[src/common/drive_fault_pkg.sv]
// constants and types shared by the drive fault supervisor
package drive_fault_pkg;
	// frequency in units of 0.01 Hz
	localparam int FREQ_W = 17;
	localparam logic [16:0] FREQ_LIMIT_MIN = 17'h0_0000;
	localparam logic [16:0] FREQ_LIMIT_MAX = 17'h1_869f;
	localparam logic [16:0] FREQ_LIMIT_RESET = 17'h1_869f;

	// fault codes as shown on the display
	localparam logic [15:0] CODE_NONE = 16'h0000;
	localparam logic [15:0] CODE_FREQ = 16'h1100;
	localparam logic [15:0] CODE_EXT = 16'h1454;
	localparam logic [15:0] CODE_TEMP = 16'h0400;

	// motor temperature mode values
	localparam logic [4:0] TMODE_OFF = 5'h00;
	localparam logic [4:0] TMODE_CONTACT_WARN = 5'h01;
	localparam logic [4:0] TMODE_CONTACT_TRIP = 5'h02;
	localparam logic [4:0] TMODE_CONTACT_DELAY = 5'h03;
	localparam logic [4:0] TMODE_PTC_WARN = 5'h0b;
	localparam logic [4:0] TMODE_PTC_TRIP = 5'h0c;
	localparam logic [4:0] TMODE_PTC_DELAY = 5'h0d;
	localparam logic [4:0] TMODE_RTD_WARN = 5'h15;
	localparam logic [4:0] TMODE_RTD_TRIP = 5'h16;

	// winding temperature in signed degrees celsius
	localparam int TEMP_W = 10;
	localparam logic signed [10:0] ACK_HYST_C = 11'sh005;

	// digital inputs for the thermal contact
	localparam int DIN_W = 8;
	localparam int SEL_W = 3;
	localparam logic [2:0] CONTACT_SEL_DEFAULT = 3'h0;

	// delayed trip time
	localparam int DELAY_S = 60;
	localparam int CLK_HZ = 100_000_000;
	localparam int DELAY_W = 33;
	localparam logic [32:0] DELAY_CYCLES = 33'(64'(DELAY_S) * 64'(CLK_HZ));

	typedef enum logic [1:0] {
		ext_disabled = 2'b00,
		ext_switch_off = 2'b01,
		ext_decel = 2'b10,
		ext_emergency = 2'b11
	} ext_mode_t;

	typedef enum logic [1:0] {
		cause_none = 2'b00,
		cause_freq = 2'b01,
		cause_ext = 2'b10,
		cause_temp = 2'b11
	} cause_t;

	typedef enum logic [1:0] {
		kind_off = 2'b00,
		kind_contact = 2'b01,
		kind_ptc = 2'b10,
		kind_rtd = 2'b11
	} kind_t;

	typedef enum logic [1:0] {
		act_none = 2'b00,
		act_warn = 2'b01,
		act_trip = 2'b10,
		act_delay = 2'b11
	} action_t;
endpackage

[src/design/drive_fault_supervisor.sv]
// drive fault supervisor: frequency limit, external error, motor temperature
// Functional notes
// - overfrequency on stator or actual trips, code 1100
// - limit accepts 0 to 999.99 Hz, resets 999.99
// - external error source: logic signal or digital input
// - external mode 0 ignores the error
// - mode 1 switches off, code 1454
// - mode 2 ramps down normally, code 1454
// - mode 3 emergency ramp stop, code 1454
// - temperature mode 0 monitors nothing
// - modes 1, 11, 21 only warn
// - modes 2, 12, 22 trip at once, code 0400
// - modes 3, 13 trip after one minute
// - contact input chosen by selector, default first input
// - contact polarity sinking or sourcing
// - thermistor modes compare analog input with response level
// - resistive modes compare winding temperature with maximum
// - winding temperature readable as status
// - contact/thermistor fault acknowledged only after overload clears
// - resistive fault acknowledged only five degrees below threshold
`timescale 1ns/1ps
module drive_fault_supervisor #(
	parameter int ANA_W = 12,
	parameter logic [32:0] TRIP_DELAY_CYCLES = drive_fault_pkg::DELAY_CYCLES
) (
	// clock and reset
	input wire logic clk,
	input wire logic reset_n,
	// frequency supervision
	input wire logic [16:0] stator_freq,
	input wire logic [16:0] actual_freq,
	input wire logic freq_limit_wr,
	input wire logic [16:0] freq_limit_wdata,
	// external error
	input wire logic ext_err_logic,
	input wire logic ext_err_digital,
	input wire logic ext_err_source_sel,
	input wire logic [1:0] ext_err_mode,
	// motor temperature configuration
	input wire logic [4:0] temp_mode,
	input wire logic thermal_contact_input_select_wr,
	input wire logic [2:0] thermal_contact_input_select_wdata,
	input wire logic multifunction_input_two_pnp,
	input wire logic [7:0] max_winding_temp,
	input wire logic [ANA_W-1:0] thermistor_response_level,
	// motor temperature sensors
	input wire logic [7:0] digital_inputs,
	input wire logic [ANA_W-1:0] multifunction_input_two,
	input wire logic signed [9:0] winding_temp,
	// acknowledgment
	input wire logic fault_ack,
	// drive stage and display
	output logic drive_off,
	output logic ramp_stop,
	output logic emergency_stop,
	output logic fault_active,
	output logic [15:0] fault_code,
	output logic thermal_warning,
	output logic signed [9:0] winding_temp_status,
	output logic [16:0] freq_limit,
	output logic [2:0] thermal_contact_input_select
);
	// sensor family of a temperature mode
	function automatic drive_fault_pkg::kind_t temp_kind(input logic [4:0] mode);
		unique case (mode)
			drive_fault_pkg::TMODE_CONTACT_WARN,
			drive_fault_pkg::TMODE_CONTACT_TRIP,
			drive_fault_pkg::TMODE_CONTACT_DELAY: temp_kind = drive_fault_pkg::kind_contact;
			drive_fault_pkg::TMODE_PTC_WARN,
			drive_fault_pkg::TMODE_PTC_TRIP,
			drive_fault_pkg::TMODE_PTC_DELAY: temp_kind = drive_fault_pkg::kind_ptc;
			drive_fault_pkg::TMODE_RTD_WARN,
			drive_fault_pkg::TMODE_RTD_TRIP: temp_kind = drive_fault_pkg::kind_rtd;
			default: temp_kind = drive_fault_pkg::kind_off;
		endcase
	endfunction

	// reaction of a temperature mode
	function automatic drive_fault_pkg::action_t temp_action(input logic [4:0] mode);
		unique case (mode)
			drive_fault_pkg::TMODE_CONTACT_WARN,
			drive_fault_pkg::TMODE_PTC_WARN,
			drive_fault_pkg::TMODE_RTD_WARN: temp_action = drive_fault_pkg::act_warn;
			drive_fault_pkg::TMODE_CONTACT_TRIP,
			drive_fault_pkg::TMODE_PTC_TRIP,
			drive_fault_pkg::TMODE_RTD_TRIP: temp_action = drive_fault_pkg::act_trip;
			drive_fault_pkg::TMODE_CONTACT_DELAY,
			drive_fault_pkg::TMODE_PTC_DELAY: temp_action = drive_fault_pkg::act_delay;
			default: temp_action = drive_fault_pkg::act_none;
		endcase
	endfunction

	drive_fault_pkg::cause_t cause;
	drive_fault_pkg::cause_t next_cause;
	drive_fault_pkg::ext_mode_t reaction;
	drive_fault_pkg::ext_mode_t next_reaction;
	drive_fault_pkg::ext_mode_t ext_mode;
	drive_fault_pkg::kind_t kind;
	drive_fault_pkg::action_t action;
	logic freq_over;
	logic ext_selected;
	logic ext_hit;
	logic contact_raw;
	logic contact_hot;
	logic overload;
	logic delay_run;
	logic delay_expired;
	logic temp_trip_now;
	logic ack_ok;
	logic signed [10:0] temp_wide;
	logic signed [10:0] temp_max;
	logic signed [10:0] temp_ack_level;
	logic [15:0] next_code;

	assign ext_mode = drive_fault_pkg::ext_mode_t'(ext_err_mode);
	assign kind = temp_kind(temp_mode);
	assign action = temp_action(temp_mode);
	assign temp_wide = 11'(winding_temp);
	assign temp_max = $signed({3'b000, max_winding_temp});
	assign temp_ack_level = temp_max - drive_fault_pkg::ACK_HYST_C;

	// overfrequency on either measured frequency
	assign freq_over = (stator_freq > freq_limit) || (actual_freq > freq_limit);

	// external error source and reaction enable
	assign ext_selected = ext_err_source_sel ? ext_err_digital : ext_err_logic;
	assign ext_hit = ext_selected && (ext_mode != drive_fault_pkg::ext_disabled);

	// thermal contact, polarity sinking (active low) or sourcing (active high)
	assign contact_raw = digital_inputs[thermal_contact_input_select];
	assign contact_hot = multifunction_input_two_pnp ? contact_raw : !contact_raw;

	// overload detection per sensor family
	always_comb begin
		unique case (kind)
			drive_fault_pkg::kind_contact: overload = contact_hot;
			drive_fault_pkg::kind_ptc: overload = multifunction_input_two >= thermistor_response_level;
			drive_fault_pkg::kind_rtd: overload = temp_wide >= temp_max;
			drive_fault_pkg::kind_off: overload = 1'b0;
		endcase
	end

	assign delay_run = overload && (action == drive_fault_pkg::act_delay) &&
		(cause != drive_fault_pkg::cause_temp);

	trip_delay_timer #(
		.W(drive_fault_pkg::DELAY_W),
		.CYCLES(TRIP_DELAY_CYCLES)
	) u_delay (
		.clk(clk),
		.reset_n(reset_n),
		.run(delay_run),
		.expired(delay_expired)
	);

	assign temp_trip_now = (overload && (action == drive_fault_pkg::act_trip)) ||
		(delay_expired && delay_run);

	// acknowledgment condition of the latched fault
	always_comb begin
		unique case (cause)
			drive_fault_pkg::cause_freq: ack_ok = !freq_over;
			drive_fault_pkg::cause_ext: ack_ok = !ext_selected;
			drive_fault_pkg::cause_temp: ack_ok = (kind == drive_fault_pkg::kind_rtd) ?
				(temp_wide <= temp_ack_level) : !overload;
			drive_fault_pkg::cause_none: ack_ok = 1'b1;
		endcase
	end

	// fault latch, first cause wins, held until acknowledged
	always_comb begin
		next_cause = cause;
		next_reaction = reaction;
		if (cause == drive_fault_pkg::cause_none) begin
			if (freq_over) begin
				next_cause = drive_fault_pkg::cause_freq;
			end else if (ext_hit) begin
				next_cause = drive_fault_pkg::cause_ext;
				next_reaction = ext_mode;
			end else if (temp_trip_now) begin
				next_cause = drive_fault_pkg::cause_temp;
			end
		end else if (fault_ack && ack_ok) begin
			next_cause = drive_fault_pkg::cause_none;
			next_reaction = drive_fault_pkg::ext_disabled;
		end
	end

	always_comb begin
		unique case (next_cause)
			drive_fault_pkg::cause_freq: next_code = drive_fault_pkg::CODE_FREQ;
			drive_fault_pkg::cause_ext: next_code = drive_fault_pkg::CODE_EXT;
			drive_fault_pkg::cause_temp: next_code = drive_fault_pkg::CODE_TEMP;
			drive_fault_pkg::cause_none: next_code = drive_fault_pkg::CODE_NONE;
		endcase
	end

	always_ff @(posedge clk) begin
		if (!reset_n) begin
			cause <= drive_fault_pkg::cause_none;
			reaction <= drive_fault_pkg::ext_disabled;
		end else begin
			cause <= next_cause;
			reaction <= next_reaction;
		end
	end

	// drive stage commands and fault display
	always_ff @(posedge clk) begin
		if (!reset_n) begin
			drive_off <= 1'b0;
			ramp_stop <= 1'b0;
			emergency_stop <= 1'b0;
			fault_active <= 1'b0;
			fault_code <= drive_fault_pkg::CODE_NONE;
		end else begin
			drive_off <= (next_cause == drive_fault_pkg::cause_freq) ||
				(next_cause == drive_fault_pkg::cause_temp) ||
				(next_reaction == drive_fault_pkg::ext_switch_off);
			ramp_stop <= next_reaction == drive_fault_pkg::ext_decel;
			emergency_stop <= next_reaction == drive_fault_pkg::ext_emergency;
			fault_active <= next_cause != drive_fault_pkg::cause_none;
			fault_code <= next_code;
		end
	end

	// warning-only temperature modes
	always_ff @(posedge clk) begin
		if (!reset_n) begin
			thermal_warning <= 1'b0;
		end else begin
			thermal_warning <= overload && (action == drive_fault_pkg::act_warn);
		end
	end

	always_ff @(posedge clk) begin
		if (!reset_n) begin
			winding_temp_status <= '0;
		end else begin
			winding_temp_status <= winding_temp;
		end
	end

	// settings, out-of-range limit writes are ignored
	always_ff @(posedge clk) begin
		if (!reset_n) begin
			freq_limit <= drive_fault_pkg::FREQ_LIMIT_RESET;
		end else if (freq_limit_wr && freq_limit_wdata <= drive_fault_pkg::FREQ_LIMIT_MAX) begin
			freq_limit <= freq_limit_wdata;
		end
	end

	always_ff @(posedge clk) begin
		if (!reset_n) begin
			thermal_contact_input_select <= drive_fault_pkg::CONTACT_SEL_DEFAULT;
		end else if (thermal_contact_input_select_wr) begin
			thermal_contact_input_select <= thermal_contact_input_select_wdata;
		end
	end

	a_freq_trip: assert property (@(posedge clk) disable iff (!reset_n)
		(cause == drive_fault_pkg::cause_none) && freq_over |=>
		drive_off && fault_code == drive_fault_pkg::CODE_FREQ) else $error("no freq trip");
	a_limit_range: assert property (@(posedge clk) disable iff (!reset_n)
		freq_limit <= drive_fault_pkg::FREQ_LIMIT_MAX) else $error("limit out of range");
	a_ext_ignored: assert property (@(posedge clk) disable iff (!reset_n)
		(cause == drive_fault_pkg::cause_none) && ext_mode == drive_fault_pkg::ext_disabled &&
		!freq_over && !temp_trip_now |=> !fault_active) else $error("ext not ignored");
	a_ext_switch: assert property (@(posedge clk) disable iff (!reset_n)
		(cause == drive_fault_pkg::cause_none) && !freq_over && ext_selected &&
		ext_mode == drive_fault_pkg::ext_switch_off |=> drive_off && !ramp_stop &&
		fault_code == drive_fault_pkg::CODE_EXT) else $error("ext switch off wrong");
	a_ext_decel: assert property (@(posedge clk) disable iff (!reset_n)
		(cause == drive_fault_pkg::cause_none) && !freq_over && ext_selected &&
		ext_mode == drive_fault_pkg::ext_decel |=> ramp_stop && !drive_off &&
		fault_code == drive_fault_pkg::CODE_EXT) else $error("ext decel wrong");
	a_ext_emerg: assert property (@(posedge clk) disable iff (!reset_n)
		(cause == drive_fault_pkg::cause_none) && !freq_over && ext_selected &&
		ext_mode == drive_fault_pkg::ext_emergency |=> emergency_stop &&
		fault_code == drive_fault_pkg::CODE_EXT) else $error("ext emergency wrong");
	a_temp_off: assert property (@(posedge clk) disable iff (!reset_n)
		kind == drive_fault_pkg::kind_off |=> !thermal_warning) else $error("warning when off");
	a_warn_runs: assert property (@(posedge clk) disable iff (!reset_n)
		(cause == drive_fault_pkg::cause_none) && !freq_over && !ext_hit && overload &&
		action == drive_fault_pkg::act_warn |=> thermal_warning && !drive_off)
		else $error("warning mode tripped");
	a_temp_trip: assert property (@(posedge clk) disable iff (!reset_n)
		(cause == drive_fault_pkg::cause_none) && !freq_over && !ext_hit && overload &&
		action == drive_fault_pkg::act_trip |=> drive_off &&
		fault_code == drive_fault_pkg::CODE_TEMP) else $error("no thermal trip");
	a_rtd_ack: assert property (@(posedge clk) disable iff (!reset_n)
		(cause == drive_fault_pkg::cause_temp) && kind == drive_fault_pkg::kind_rtd &&
		temp_wide > temp_ack_level |=> fault_code == drive_fault_pkg::CODE_TEMP)
		else $error("early thermal ack");
	a_fault_hold: assert property (@(posedge clk) disable iff (!reset_n)
		fault_active && !fault_ack |=> $stable(fault_code) && fault_active)
		else $error("fault dropped without ack");
endmodule

[src/design/trip_delay_timer.sv]
// delay timer for the delayed thermal trip
`timescale 1ns/1ps
module trip_delay_timer #(
	parameter int W = drive_fault_pkg::DELAY_W,
	parameter logic [32:0] CYCLES = drive_fault_pkg::DELAY_CYCLES
) (
	// clock and reset
	input wire logic clk,
	input wire logic reset_n,
	// control and result
	input wire logic run,
	output logic expired
);
	logic [W-1:0] count;
	logic [W-1:0] next_count;
	localparam logic [W-1:0] LAST = W'(CYCLES - 33'h0_0001);

	// counts only while run holds, restarts from zero when it drops
	always_comb begin
		if (!run) begin
			next_count = '0;
		end else if (count == LAST) begin
			next_count = count;
		end else begin
			next_count = count + W'(1);
		end
	end

	always_ff @(posedge clk) begin
		if (!reset_n) begin
			count <= '0;
		end else begin
			count <= next_count;
		end
	end

	always_ff @(posedge clk) begin
		if (!reset_n) begin
			expired <= 1'b0;
		end else begin
			expired <= run && (count == LAST);
		end
	end

	a_restart_clear: assert property (@(posedge clk) disable iff (!reset_n)
		!run |=> count == '0) else $error("timer did not restart");
	a_expire_needs_run: assert property (@(posedge clk) disable iff (!reset_n)
		expired |-> $past(run) && $past(count) == LAST) else $error("early expiry");
endmodule

[config.mk]
export PLATFORM = sky130hd
export DESIGN_NAME = drive_fault_supervisor
export DESIGN_NICKNAME = d
export VERILOG_FILES = /design/src/common/drive_fault_pkg.sv /design/src/design/drive_fault_supervisor.sv /design/src/design/trip_delay_timer.sv
export SDC_FILE = /design/constraint.sdc
export NUM_CORES = 1
export LEC_CHECK = 0
export ABC_CLOCK_PERIOD_IN_PS = 7700
export BUFFER_PORTS_ARGS = -buffer_cell sky130_fd_sc_hd__buf_2
export CORE_MARGIN = 2
export CORE_UTILIZATION = 55
export DETAILED_ROUTE_END_ITERATION = 10
export PLACE_DENSITY = 0.83
export SETUP_SLACK_MARGIN = 0.02
export SLEW_MARGIN = 25
export SYNTH_ARGS = -nofsm -noshare
export SYNTH_HDL_FRONTEND = slang
export SYNTH_HIERARCHICAL = 1
export SYNTH_SLANG_ARGS = --single-unit
[constraint.sdc]
create_clock -name clk -period 7.7 [get_ports clk]
set_clock_uncertainty 0.1 [all_clocks]
set_input_delay 0.385 -clock clk [delete_from_list [all_inputs] [get_ports clk]]
set_output_delay 0.385 -clock clk [all_outputs]
set_load 0.01 [all_outputs]
==> results.txt <==
Worst VDD drop: 0.00009809 V
GR Layer Usage met3: 0.04407
mapped cell area: 5403 um2
Worst Hold Depth: 3
fraction of layout cells with a size suffix above 1: 0.2795
Synth async-reset ratio: 0
Least-Margin Pin Slew: 813.0 ps
startpoint types: flip-flop
final hold violations: 0
Wirelength per Cell: 14.61 um
simple-gate share of the synthesized area: 0.2571
CTS max path bufs: 2
synthesized-area fraction occupied by adder cells: 0.1714
Min Hold Slack: 162.8 ps
CP Capture Type: flip-flop
Site Rows: 36
switch share: 0.2860
most frequent CP cell: a31oi_1
clock insertion delay at the later pin of the skew report: 340 ps
Crit path arrival time: 3390 ps
RSZ-0062 raised after global routing: false
Seq cells post-synth: 77
Critical Path RT: 7860 ps
CP Cell Sequence: inv_1, ha_1, and4_1, nand2_1, nor4_1, a31oi_1, a22oi_2, nor4b_1, a32oi_1, a211o_1, a31oi_1
Total Routing Usage GR: 0.2459
largest family of logic cells by synthesized area: simple AND/OR/NAND/NOR gates
Fmax achieved: 308.8 MHz
Synth Warn #: 6
Seq/Total Area, Yosys: 0.2853
post-CTS setup buffers: 0
Core Area: 9639 um2
antenna viol nets, final: 0
H-Tree Level Count: 3
R2R depth: 11
first-pass GRT wire length: 20930 um
multiplexer share of the synthesized area: 0.02107
Layout area overhead: 18.76%
Hold Path End: freq_limit[0]$_SDFFE_PN1P_
largest net degree at the start of global routing: 33
final worst-path cycle share: 0.4206
die width: 103.1 um
Worst Setup Slack, final: 4462 ps
Clock Pin Slew Worst Setup and Hold Paths: 80 ps
Yosys cell types: 74
Gate power share: 0.233
CTS tree: yes
Reg2Reg Capture Point: drive_off$_SDFF_PN0_
reg2reg setup slack: 4460 ps
WS Path Type: reg -> reg
Post-Synth XOR/XNOR Area: 0.04701
initial DRC count: 256
cts repair resizes: 0
die height: 103.1 um
Worst Path Buf+Inv: 1
filler cell count: 823
# DRC: 0
Setup-failing EPs final: 0
clk sinks: 77
gr ovfl total: 0
grt met2 use: 0.4346
Sw Pwr: 284.4 uW
IO Count: 171
internal power: 710.0 uW
vias in the first global route: 4723
Via-to-Cell Ratio: 5.558
Syn Inst Count: 625
compound-cell area share of the yosys netlist: 0.1429
Post-CTS Hold Fix Bufs: 0
Slowest Stage Delay on Critical Path: 580 ps
Final Max Tran Viols: 0
max cap viols: 0
Setup WS pre-CTS: 4224 ps
vias post-DR: 5074
Flop pwr share: 0.433
final net count: 970
Max-slew headroom: 0.4574
Clk pwr share: 0.334
initial antenna violation count: 0
leak pwr: 2.926 nW
CTS Buf Count: 9
min Tclk post-route: 3238 ps
Crit-path slowest cell: nor4b_1
routability cong.: 0.9264
footprint of the multi-input gates: 3495 um2
status: finished clean
Register Area: 1541 um2
Hold Crit Class: in -> reg
number of enable flip-flop cells after synthesis: 0
CP Max Fanout: 4
I/O Buffers: 160
initial core utilization: 0.5605
kind of cell adding the most delay to the critical path: simple AND/OR/NAND/NOR gates
worst flop-to-flop path startpoint: freq_limit[10]$_SDFFE_PN1P_
syn_area_per_cell: 8.644 um2
# diodes: 0
Root Buffer: clkbuf_8
GRT Max-Usage Layer: met2
pwr dens: 155.0 nW/um2
top_reg_cell synth: dfxtp_1
first drt pass iteration count: 5
setup_tns: 0 ps
Min-Delay Startpoint: freq_limit_wdata[0]
HPWL Detailed: 10720 um
DIE AREA: 10630 um2
Final Routed Wirelength: 13340 um
Final Total Pwr: 994.5 uW
GR Layer Usage met1: 0.2998
## state kept, by name, indices dropped and copies added, names as in the netlist
name,cells
u_delay/count,33
freq_limit,17
winding_temp_status,10
fault_code,4
thermal_contact_input_select,3
cause,2
reaction,2
drive_off,1
emergency_stop,1
fault_active,1
ramp_stop,1
thermal_warning,1
u_delay/expired,1
## placed cells by master (no fill, tap or decap), types with 3 or more instances in the layout
cell type / netlist / layout
dfxtp_1: 77 / 77
clkbuf_8: 0 / 10
nor4b_2: 3 / 3
nor3_2: 10 / 10
a31oi_1: 10 / 10
a211oi_1: 3 / 3
nand4_4: 3 / 3
inv_1: 51 / 51
ha_1: 74 / 74
o21ai_1: 7 / 7
nand2_1: 52 / 51
xnor2_1: 19 / 19
nor4_2: 7 / 7
nor2b_1: 6 / 6
and2_1: 15 / 15
nand3_1: 14 / 14
xor2_1: 10 / 10
o21ai_0: 22 / 22
nand4_1: 16 / 16
buf_2: 1 / 160
o211ai_1: 9 / 9
nor2_1: 58 / 58
a21oi_1: 32 / 32
a21o_1: 5 / 5
mux2i_1: 5 / 5
and3_1: 7 / 7
nor3_1: 11 / 11
or3_1: 7 / 7
and4_1: 6 / 6
conb_1: 1 / 10
nor4_1: 3 / 3
## per-stage QoR
| step | std cells | utilization | area [um2] |
|---|---|---|---|
| 5_1_grt | 913 | 0.6656 | 6416 |
| 2_1_floorplan | 634 | - | 5436 |
| 3_3_place_gp | 898 | 0.6432 | 6200 |
| 3_5_place_dp | 898 | 0.6432 | 6200 |
| 4_1_cts | 913 | 0.6654 | 6414 |
| 6_report | 913 | 0.6656 | 6416 |
## cells by family (layout without fill, tap and decap cells)
group / Yosys count / in the layout
flip-flops: 77 / 77
AND/OR/NAND/NOR: 236 / 236
XOR/XNOR: 29 / 29
buffers and inverters: 82 / 228
other: 1 / 10
adder cells (fa/ha/maj): 74 / 74
multiplexers: 8 / 8
AO/OA/AOI/OAI: 118 / 118
## tightest hold or removal path, cell delays in order
cell,delay (ps)
buf_2,80
nand2_1,40
nand3_1,60
## cell type report
type / instances / area share
well taps: 133 / 0.02594
multi-input cells: 475 / 0.5447
clock inverters: 4 / 0.01131
flip-flops and latches: 77 / 0.2402
inverters: 53 / 0.03101
repair buffers: 160 / 0.1248
clock buffers: 11 / 0.02204
## cells in the mapped netlist (3+ instances only)
| cell type | number | area (um2) |
|---|---|---|
| a211oi_1 | 3 | 22.52 |
| a21o_1 | 5 | 37.54 |
| a21oi_1 | 32 | 160.2 |
| a31oi_1 | 10 | 62.56 |
| and2_1 | 15 | 93.84 |
| and3_1 | 7 | 43.79 |
| and4_1 | 6 | 52.55 |
| buf_4 | 14 | 105.1 |
| buf_6 | 3 | 33.78 |
| clkbuf_1 | 8 | 30.03 |
| dfxtp_1 | 77 | 1541 |
| ha_1 | 74 | 925.9 |
| inv_1 | 51 | 191.4 |
| mux2i_1 | 5 | 50.05 |
| nand2_1 | 52 | 195.2 |
| nand3_1 | 14 | 70.07 |
| nand4_1 | 16 | 100.1 |
| nand4_4 | 3 | 63.81 |
| nor2_1 | 58 | 217.7 |
| nor2b_1 | 6 | 37.54 |
| nor3_1 | 11 | 55.05 |
| nor3_2 | 10 | 100.1 |
| nor4_1 | 3 | 18.77 |
| nor4_2 | 7 | 87.58 |
| nor4b_2 | 3 | 45.04 |
| o211ai_1 | 9 | 67.56 |
| o21ai_0 | 22 | 110.1 |
| o21ai_1 | 7 | 35.03 |
| or3_1 | 7 | 43.79 |
| xnor2_1 | 19 | 166.4 |
| xor2_1 | 10 | 87.58 |
## power by group through the flow
stage / sequential (mW) / clock, mW / combinational [mW]
detailed placement: 0.440 / 0 / 0.228
CTS: 0.430 / 0.341 / 0.230
global placement: 0.439 / 0 / 0.218
floorplan: 0.444 / 0 / 0.143
finish: 0.430 / 0.333 / 0.231
global route: 0.433 / 0.355 / 0.262
## per-layer routing
layer	vias to the layer above	share of wire
met3	30	0.055
met1	2376	0.43
li1	2517	-
met2	151	0.50
met4	0	0.021
met5	-	0
## how the worst max path moves through the flow
stage / startpoint / end / slack [ps] / cells past startpoint
floorplan: max_winding_temp[4] / fault_code[8]$_SDFF_PN0_ / 4690 / 14
CTS: thermal_contact_input_select[0]$_SDFFE_PN0P_ / u_delay/count[9]$_SDFFE_PN0P_ / 4370 / 8
global route: max_winding_temp[1] / fault_code[10]$_SDFF_PN0_ / 4270 / 15
detailed placement: max_winding_temp[1] / fault_code[10]$_SDFF_PN0_ / 4220 / 15
finish: freq_limit[10]$_SDFFE_PN1P_ / drive_off$_SDFF_PN0_ / 4460 / 11
global placement: max_winding_temp[4] / fault_code[8]$_SDFF_PN0_ / 4360 / 15
No activity file was read; power rests on OpenSTA's default activity.
